**src/rtl/rre_pkg.sv**
```systemverilog
package rre_pkg;

    // Width of the program counter and of a stack entry.
    localparam int unsigned PC_W = 11;
    // Width of one data byte.
    localparam int unsigned DATA_W = 8;
    // Width of a data-memory register address, 0 to 127.
    localparam int unsigned ADDR_W = 7;
    // Instruction cycles taken by a return and by a rotate.
    localparam int unsigned RETURN_CYCLES = 2;
    localparam int unsigned ROTATE_CYCLES = 1;
    // Destination select values of a rotate.
    localparam logic DEST_ACCUMULATOR = 1'h0;
    localparam logic DEST_REGISTER = 1'h1;
    // Bit position of the bit that leaves on each rotate.
    localparam int unsigned MSB_POS = 7;
    localparam int unsigned LSB_POS = 0;

    // Instruction codes handed over by the decoder.
    typedef enum logic [2:0] {
        op_none = 3'h0,
        op_subroutine_return = 3'h1,
        op_return_with_literal = 3'h2,
        op_rotate_left_carry = 3'h3,
        op_rotate_right_carry = 3'h4
    } rre_op_e;

    // Sequencer states, one-hot.
    typedef enum logic [1:0] {
        st_idle = 2'h1,
        st_return = 2'h2
    } rre_state_e;

    // One decoded instruction offered for execution.
    typedef struct packed {
        logic valid;
        rre_op_e op;
        logic [DATA_W-1:0] imm;
        logic [ADDR_W-1:0] addr;
        logic dest;
    } rre_issue_s;

    // Values read from the rest of the core.
    typedef struct packed {
        logic [DATA_W-1:0] reg_data;
        logic carry;
        logic [PC_W-1:0] stack_top;
    } rre_core_s;

    // Write strobes and data sent back into the core.
    typedef struct packed {
        logic accumulator_we;
        logic [DATA_W-1:0] accumulator_data;
        logic reg_we;
        logic [ADDR_W-1:0] reg_addr;
        logic [DATA_W-1:0] reg_data;
        logic pc_load;
        logic [PC_W-1:0] pc_value;
        logic stack_pop;
        logic carry_we;
        logic carry_value;
        logic busy;
    } rre_result_s;

    // Complete state of the execution block.
    typedef struct packed {
        rre_state_e state;
        logic literal;
        logic [DATA_W-1:0] imm;
        rre_result_s res;
    } rre_regs_s;

    // Value of all state after reset.
    localparam rre_regs_s REGS_RESET = '{state: st_idle, literal: 1'h0,
                                         imm: 8'h00, res: '0};

endpackage : rre_pkg

```
**src/rtl/rre_exec.sv**
```systemverilog
`timescale 1ns/1ps
`default_nettype none

// Executes the return and rotate-through-carry instructions.
module rre_exec #(
    parameter int unsigned PC_WIDTH = 11  // Program counter width.
) (
    input wire logic clk_sys_in,  // Core clock, 25 MHz.
    input wire logic sys_rst_in,  // Asynchronous reset, active high.
    input wire logic clk_en_in,  // Freezes all state while low.
    input wire rre_pkg::rre_issue_s issue_in,  // Decoded instruction.
    input wire rre_pkg::rre_core_s core_in,  // Operands from the core.
    output var rre_pkg::rre_result_s result_out  // Registered writes.
);

    // The result fields are sized by the package, so only that width fits.
    if (PC_WIDTH != rre_pkg::PC_W) begin : g_width_check
        $error("PC_WIDTH must equal the package counter width.");
    end

    // Rotates a byte one place through carry; the top bit is carry out.
    function automatic logic [8:0] rre_rotate(input logic [7:0] data,
                                              input logic carry,
                                              input logic left);
        logic [8:0] out;
        if (left) begin
            out = {data[rre_pkg::MSB_POS], data[6:0], carry};
        end else begin
            out = {data[rre_pkg::LSB_POS], carry, data[7:1]};
        end
        return out;
    endfunction : rre_rotate

    rre_pkg::rre_regs_s q_r;  // Present state.
    rre_pkg::rre_regs_s q_nxt;  // Next state.
    logic [8:0] rot;  // Carry out and rotated byte.
    logic accept;  // An instruction is taken this cycle.

    // An instruction is taken only while no return is in flight.
    assign accept = issue_in.valid && (q_r.state == rre_pkg::st_idle);

    // Works out the next state and the write strobes of the next cycle.
    always_comb begin
        q_nxt = q_r;
        rot = rre_rotate(core_in.reg_data, core_in.carry,
                         issue_in.op == rre_pkg::op_rotate_left_carry);
        // Strobes are single-cycle pulses unless set below.
        q_nxt.res.accumulator_we = 1'h0;
        q_nxt.res.reg_we = 1'h0;
        q_nxt.res.pc_load = 1'h0;
        q_nxt.res.stack_pop = 1'h0;
        q_nxt.res.carry_we = 1'h0;
        case (q_r.state)
            rre_pkg::st_idle: begin
                // Waiting for an instruction.
                if (issue_in.valid) begin
                    case (issue_in.op)
                        rre_pkg::op_subroutine_return,
                        rre_pkg::op_return_with_literal: begin
                            // Returns spend one cycle busy, then pop.
                            q_nxt.state = rre_pkg::st_return;
                            q_nxt.literal = (issue_in.op ==
                                rre_pkg::op_return_with_literal);
                            q_nxt.imm = issue_in.imm;
                            q_nxt.res.busy = 1'h1;
                        end
                        rre_pkg::op_rotate_left_carry,
                        rre_pkg::op_rotate_right_carry: begin
                            // Rotates finish at once and write carry and the selected destination.
                            q_nxt.res.carry_we = 1'h1;
                            q_nxt.res.carry_value = rot[8];
                            if (issue_in.dest == rre_pkg::DEST_REGISTER) begin
                                // Result goes back to the addressed register.
                                q_nxt.res.reg_we = 1'h1;
                                q_nxt.res.reg_addr = issue_in.addr;
                                q_nxt.res.reg_data = rot[7:0];
                            end else begin
                                // Result goes to the accumulator.
                                q_nxt.res.accumulator_we = 1'h1;
                                q_nxt.res.accumulator_data = rot[7:0];
                            end
                        end
                        default: begin
                            // Other codes belong to other units.
                        end
                    endcase
                end
            end
            rre_pkg::st_return: begin
                // Second cycle of a return: load the counter and pop.
                q_nxt.res.pc_load = 1'h1;
                q_nxt.res.pc_value = core_in.stack_top;
                q_nxt.res.stack_pop = 1'h1;
                if (q_r.literal) begin
                    // Literal return also loads the immediate.
                    q_nxt.res.accumulator_we = 1'h1;
                    q_nxt.res.accumulator_data = q_r.imm;
                end
                q_nxt.res.busy = 1'h0;
                q_nxt.state = rre_pkg::st_idle;
            end
            default: begin
                // An illegal state falls back to reset.
                q_nxt = rre_pkg::REGS_RESET;
            end
        endcase
    end

    // Registers all state; the clock enable freezes it.
    always_ff @(posedge clk_sys_in or posedge sys_rst_in) begin
        if (sys_rst_in) begin
            q_r <= rre_pkg::REGS_RESET;
        end else if (clk_en_in) begin
            q_r <= q_nxt;
        end
    end

    // Outputs come straight from the state flip-flops.
    assign result_out = q_r.res;
endmodule : rre_exec

`default_nettype wire

```
**config.mk**
```make
export PLATFORM = sky130hd
export DESIGN_NAME = rre_exec
export DESIGN_NICKNAME = d
export VERILOG_FILES = /design/src/rtl/rre_pkg.sv /design/src/rtl/rre_exec.sv
export SDC_FILE = /design/constraint.sdc
export NUM_CORES = 1
export LEC_CHECK = 0
export BUFFER_PORTS_ARGS = -buffer_cell sky130_fd_sc_hd__buf_2
export CORE_MARGIN = 2
export CORE_UTILIZATION = 45
export CTS_BUF_LIST = sky130_fd_sc_hd__clkbuf_16
export CTS_CLUSTER_DIAMETER = 200
export DETAILED_ROUTE_END_ITERATION = 10
export GPL_TIMING_DRIVEN = 0
export MAX_ROUTING_LAYER = met4
export PLACE_DENSITY = 0.71
export REMOVE_ABC_BUFFERS = 1
export SLEW_MARGIN = 0
export SYNTH_ARGS = -nofsm -noshare
export SYNTH_HDL_FRONTEND = slang
export SYNTH_SLANG_ARGS = --single-unit
```
**constraint.sdc**
```tcl
create_clock -name clk_sys_in -period 1.9 [get_ports clk_sys_in]
set_clock_uncertainty 0.1 [all_clocks]
set_input_delay 0.095 -clock clk_sys_in [delete_from_list [all_inputs] [get_ports clk_sys_in]]
set_output_delay 0.095 -clock clk_sys_in [all_outputs]
set_load 0.03 [all_outputs]
```
## After elaboration in Yosys (flattened, before gate mapping)

Cells that the tools add are included.

- Logic and storage cells: 53
- Output and inout port bits: 41
- Bits in registers: 52

- Eq/ne operators: 12
- Reduce and logical (&&, ||, !) cells: 8
- Multiplexer cells: 17
- Bitwise operators: 2

Operators by type and width:

| cell | number |
|---|---|
| 2-to-1 mux 36 bit | 1 |
| one-hot mux 9 bit (2 select lines) | 2 |
| one-hot mux 16 bit (2 select lines) | 1 |
| 2-to-1 mux 9 bit | 3 |
| one-hot mux 13 bit (2 select lines) | 1 |
| 2-to-1 mux 25 bit | 1 |
| 2-to-1 mux 16 bit | 1 |
| 2-to-1 mux 11 bit | 1 |
| AND reduction 5 bit | 2 |
| != test 2 bit, second input constant | 4 |
| AND reduction 4 bit | 2 |
| == test 3 x 2 -> 1 bit, second input constant | 2 |
| 2-to-1 mux 2 bit | 2 |
| != test 2 x 1 -> 1 bit, second input constant | 2 |
| one-hot mux 2 bit (2 select lines) | 1 |
| OR reduction 2 bit | 2 |
| == test 3 x 1 -> 1 bit, second input constant | 1 |
| == test 3 bit, second input constant | 1 |
| 2-to-1 mux 3 bit | 1 |
| AND reduction 3 bit | 1 |
| == test 2 x 1 -> 1 bit, second input constant | 1 |
| == test 2 bit, second input constant | 1 |
| 2-to-1 mux 1 bit | 2 |
| inverter 1 bit | 2 |
| AND reduction 2 bit | 1 |

## Logic depth before layout (Yosys ltp)

- Depth in word-level cells: 6
- Gate-level depth with buffers: 8

## Worst setup path before layout

No wires, ideal clock.

- Kind: reg-to-reg
- From: register q_r[50] in the netlist's numbering
- To: register q_r[42] in the netlist's numbering
- Setup time: 0.125 ns
- Data arrival time: 1.633 ns
- Cell stages (with the launch flop): 6
- Required time: 1.675 ns
- Path slack: 0.042 ns
- Buffers on the path: 1
- Path through: dfstp_2 ha_1 buf_2 inv_1 o21ai_2 mux2_2

- Word-level cells in the longest chain between the ends: 3
- Elaborated cells between the ends (all ways): 7
- Classes of those cells: 4 x eq/ne; 1 x mux; 1 x bitwise; 1 x reduce/logical

Ends and longest elaborated chain:

| element | RTL line | source |
|---|---|---|
| start: declaration | rre_exec.sv:34 | `rre_pkg::rre_regs_s q_r;` |
| start signal: assignment | rre_exec.sv:112 | `q_r <= rre_pkg::REGS_RESET;` |
| start signal: assignment | rre_exec.sv:114 | `q_r <= q_nxt;` |
| == test 2 x 1 -> 1 bit or == test 2 bit (tied branches) | rre_exec.sv:53 | `case (q_r.state)` |
| != test 2 x 1 -> 1 bit (no line), or another cell as far along | - |  |
| AND reduction 4 bit (no line) | - |  |

Parallel ways exist; a longest one is shown, timed or not.
A chain may end at the register's enable or synchronous reset.

## Worst setup path in the final report

- From: register q_r[50] in the netlist's numbering
- To: register q_r (netlist bit result_out[18])

- Word-level cells in the longest chain between the ends: 3
- Elaborated cells between the ends (all ways): 8
- Classes of those cells: 5 x eq/ne; 1 x mux; 1 x bitwise; 1 x reduce/logical

Ends and longest elaborated chain:

| element | RTL line |
|---|---|
| == test 2 x 1 -> 1 bit or == test 2 bit (tied branches) | rre_exec.sv:53 |
| != test 2 bit (no line), or another cell as far along | - |
| AND reduction 5 bit (no line) | - |

Parallel ways exist; a longest one is shown, timed or not.

==> impl_metrics.ini <==
[outcome]
run_status = complete, no violations

[routing]
via_per_inst = 5.07
drcViolationCount = 0
wl_met2_um = 2880
drt-pass1-iter-count = 4
dr_total_vias = 2024
drt-total-wl_um = 6030
dr.first_iter.drc_count = 66
wl_met1_um = 2690
detail_route_met3_wl_um = 354
route.detailed.wl_per_inst_um = 15.1
highest-signal-layer = met4
drt.antenna.violating_nets = 0

[logic_synthesis]
ys_seq_area_frac = 0.459
yosys-mux-area-fraction = 0.138
syn_avg_cell_area_um2 = 11.0
synth_xor_area_frac = 0.00321
synth_cell_type_count = 39
yosys.area.top_type = sky130_fd_sc_hd__dfrtp_1
synth_top_area_share = 0.450
post_synth_and_or_nand_nor_area_fraction = 0.0972
netlist_top_cells_area = sky130_fd_sc_hd__dfrtp_1 45%, sky130_fd_sc_hd__buf_4 11%, sky130_fd_sc_hd__mux2_2 6.6%
synth_seq_cells = 50
synth.cell_area_um2 = 2730
ys_warn_count = 0
combinational_family_with_the_most_area_after_synthesis = buffers and inverters
compound_cell_area_share_of_the_yosys_netlist = 0.137
netlist_instances = 248
synthAdderAreaFrac = 0.0138

[power]
power_frac_clock = 0.269
power_switching_share = 0.333
power.density_cell_area_nw_per_um2 = 1070
vdd_drop_max_v = 0.000525
power.switching_mw = 1.24
combinationalPowerShare = 0.366
static-leakage-power_nw = 1.81
power_frac_seq = 0.365
cell_internal_pwr_mw = 2.49

[floorplanning]
core.rowCount = 28
core-area_um2 = 5890
initial_core_util = 0.463
die_area_um2 = 6700
num_io_pins = 84
die_width_um = 81.9
fp.dieH_um = 81.9

[clock_network]
root_buffer = sky130_fd_sc_hd__clkbuf_16
clk_pin_slew_worst_paths_ns = 0.07
tritoncts = yes
clk_latency_ns = 0.29
clock_sinks = 50
htree_num_levels = 2
cts.path.max_buffers = 2
cts_inserted_buffers = 5

[placement]
gp_routability_congestion = 0.766
pre_cts_ws_ns = -0.947
placement.cell_area_um2 = 2900
placement.io_buffers = 83
hpwl_um = 3960

[critical_path]
crit_path_start_kind = flip-flop
setup.worst_path.class = flip-flop to flip-flop
timing.rr.start = q_r[50]$_DFFE_PP1P_
worst_ep_arrival_time_ns = 1.94
timing.critical_path.to_type = flip-flop
crit_path_start = q_r[50]$_DFFE_PP1P_
worst_ep_required_time_ns = 1.98
worstPathMaxFanout = 5

[timing]
finalWorstSetupSlack_ns = 0.0389
finalSetupViolations = 0
tns_ns = 0
relSlewSlack = 0.630
finalMaxSlewViolations = 0
fmax_ghz = 0.537
worst_slew_pin_slew_ns = 0.555
final_period_util = 0.980
min_period_ns = 1.86
hold_vio_cnt_final = 0

[cells_and_area]
final.fill_count = 510
most-common-layout-cells = 83 x sky130_fd_sc_hd__buf_2, 49 x sky130_fd_sc_hd__dfrtp_1, 20 x sky130_fd_sc_hd__a22o_1, 20 x sky130_fd_sc_hd__dlygate4sd3_1, 17 x sky130_fd_sc_hd__nand2_1
final_layout_size_suffix_gt1_frac = 0.438
final_cell_area_um2 = 3480
layout_commonest_cell = sky130_fd_sc_hd__buf_2
syn_to_final_growth_pct = 27.6
numnets_final = 369
diodes = 0

[min_path]
min-delay-path-class = input pin to flip-flop
holdCritStartpoint = core_in[19]

[global_route]
first_global_vias = 1990
grt.overflow.total = 0
grt_start_max_net_pins = 33
grt_antenna_before_repair = 0
track_usage = 0.189
first_pass_grt_wire_length_um = 9350

[run]
max-cap-violations = 0
==> final timing paths <==
check | endpoint | slack, ns | depth (start not counted)
min in group asynchronous | result_out[28]$_DFFE_PP0P_ | 0.26 | 3
min | result_out[1]$_DFFE_PP0P_ | 0.06 | 3
min reg2reg | result_out[34]$_DFFE_PP0P_ | 0.40 | 1
max reg2reg | result_out[18]$_DFFE_PP0P_ | 0.04 | 7
max in group asynchronous | q_r[50]$_DFFE_PP1P_ | 0.87 | 4
max | result_out[18]$_DFFE_PP0P_ | 0.04 | 7
==> state kept, by name, summed over array words and instances (netlist names) <==
signal      count
q_r            10
result_out     40
==> power groups by stage <==
stage / registers (mW) / clock network, mW / logic [mW]
after detailed placement: 1.38 / 0 / 1.04
after global routing: 1.38 / 1.05 / 1.47
final: 1.36 / 1.00 / 1.37
after CTS: 1.36 / 1.02 / 1.23
after floorplan: 1.55 / 0 / 0.558
after global placement: 1.37 / 0 / 1.02
==> metrics by stage <==
| step | util | hold WS [ns] | total power, mW | instances |
|---|---|---|---|---|
| after floorplan | - | 0.0939 | 2.11 | 198 |
| after global placement | 0.489 | 0.212 | 2.39 | 356 |
| after detailed placement | 0.493 | 0.0251 | 2.42 | 357 |
| after CTS | 0.577 | 0.0547 | 3.61 | 393 |
| after global routing | 0.591 | 0.0688 | 3.90 | 399 |
| final | 0.591 | 0.0577 | 3.73 | 399 |
==> kinds of logic (layout without fill, tap and decap cells) <==
logic type | Yosys count | in the layout
buf+inv | 65 | 141
flops | 50 | 50
simple gates | 50 | 50
compound gates | 45 | 45
mux | 34 | 34
fa+ha+maj | 3 | 3
xor+xnor | 1 | 1
==> cells in the mapped netlist <==
| cell type | count |
|---|---|
| sky130_fd_sc_hd__buf_2 | 1 |
| sky130_fd_sc_hd__a21o_1 | 2 |
| sky130_fd_sc_hd__and2_1 | 1 |
| sky130_fd_sc_hd__nand2_1 | 19 |
| sky130_fd_sc_hd__buf_1 | 1 |
| sky130_fd_sc_hd__dfstp_2 | 1 |
| sky130_fd_sc_hd__dfrtp_1 | 49 |
| sky130_fd_sc_hd__a21oi_1 | 3 |
| sky130_fd_sc_hd__nand3_1 | 1 |
| sky130_fd_sc_hd__nand4b_1 | 2 |
| sky130_fd_sc_hd__clkbuf_1 | 5 |
| sky130_fd_sc_hd__nor3_1 | 1 |
| sky130_fd_sc_hd__o211ai_2 | 1 |
| sky130_fd_sc_hd__o221ai_1 | 1 |
| sky130_fd_sc_hd__nor2b_1 | 2 |
| sky130_fd_sc_hd__a22o_1 | 20 |
| sky130_fd_sc_hd__a21oi_4 | 1 |
| sky130_fd_sc_hd__o2111ai_2 | 1 |
| sky130_fd_sc_hd__a32oi_1 | 1 |
| sky130_fd_sc_hd__buf_6 | 2 |
| sky130_fd_sc_hd__inv_1 | 15 |
| sky130_fd_sc_hd__xnor2_1 | 1 |
| sky130_fd_sc_hd__nand3b_1 | 1 |
| sky130_fd_sc_hd__a211oi_4 | 1 |
| sky130_fd_sc_hd__o21ai_0 | 8 |
| sky130_fd_sc_hd__nor3b_2 | 1 |
| sky130_fd_sc_hd__nor3b_4 | 1 |
| sky130_fd_sc_hd__mux2i_1 | 15 |
| sky130_fd_sc_hd__ha_1 | 3 |
| sky130_fd_sc_hd__o211ai_1 | 1 |
| sky130_fd_sc_hd__o22ai_1 | 2 |
| sky130_fd_sc_hd__buf_4 | 41 |
| sky130_fd_sc_hd__mux2_2 | 16 |
| sky130_fd_sc_hd__nor2_1 | 11 |
| sky130_fd_sc_hd__o21ai_2 | 2 |
| sky130_fd_sc_hd__mux2_4 | 3 |
| sky130_fd_sc_hd__o211a_1 | 1 |
| sky130_fd_sc_hd__and3_1 | 8 |
| sky130_fd_sc_hd__and3b_1 | 2 |
==> critical path, cell delays in order, from the launching register on <==
cell and delay, ns:
sky130_fd_sc_hd__dfstp_2 0.58, sky130_fd_sc_hd__inv_2 0.07, sky130_fd_sc_hd__ha_4 0.17, sky130_fd_sc_hd__inv_4 0.07
sky130_fd_sc_hd__nand2_4 0.06, sky130_fd_sc_hd__a21oi_4 0.21, sky130_fd_sc_hd__clkbuf_16 0.19, sky130_fd_sc_hd__mux2_4 0.30
==> layer usage <==
layer / GRT usage / vias to the layer above
met2: 0.311 / 69
li1: - / 976
met1: 0.235 / 970
met5: - / -
met4: 0.0617 / 0
met3: 0.0385 / 9
==> layout make-up <==
| cell class | count | area, um2 | area share |
|---|---|---|---|
| Clock buffer | 5 | 125 | 0.0360 |
| Clock inverter | 3 | 41.3 | 0.0119 |
| Tap cell | 75 | 93.8 | 0.0270 |
| Timing Repair Buffer | 118 | 783 | 0.225 |
| Inverter | 15 | 58.8 | 0.0169 |
| Sequential cell | 50 | 1250 | 0.360 |
| Multi-Input combinational cell | 133 | 1120 | 0.323 |
==> timing repair <==
action,CTS,global route
hold endpoints to repair,37,0
endpoints found under the setup margin,45,41
hold buffers,20,0
gates cloned,0,1
pin swaps,2,2
buffers inserted,8,5
gates resized for setup,9,6
(Power assumes the default switching activity.)
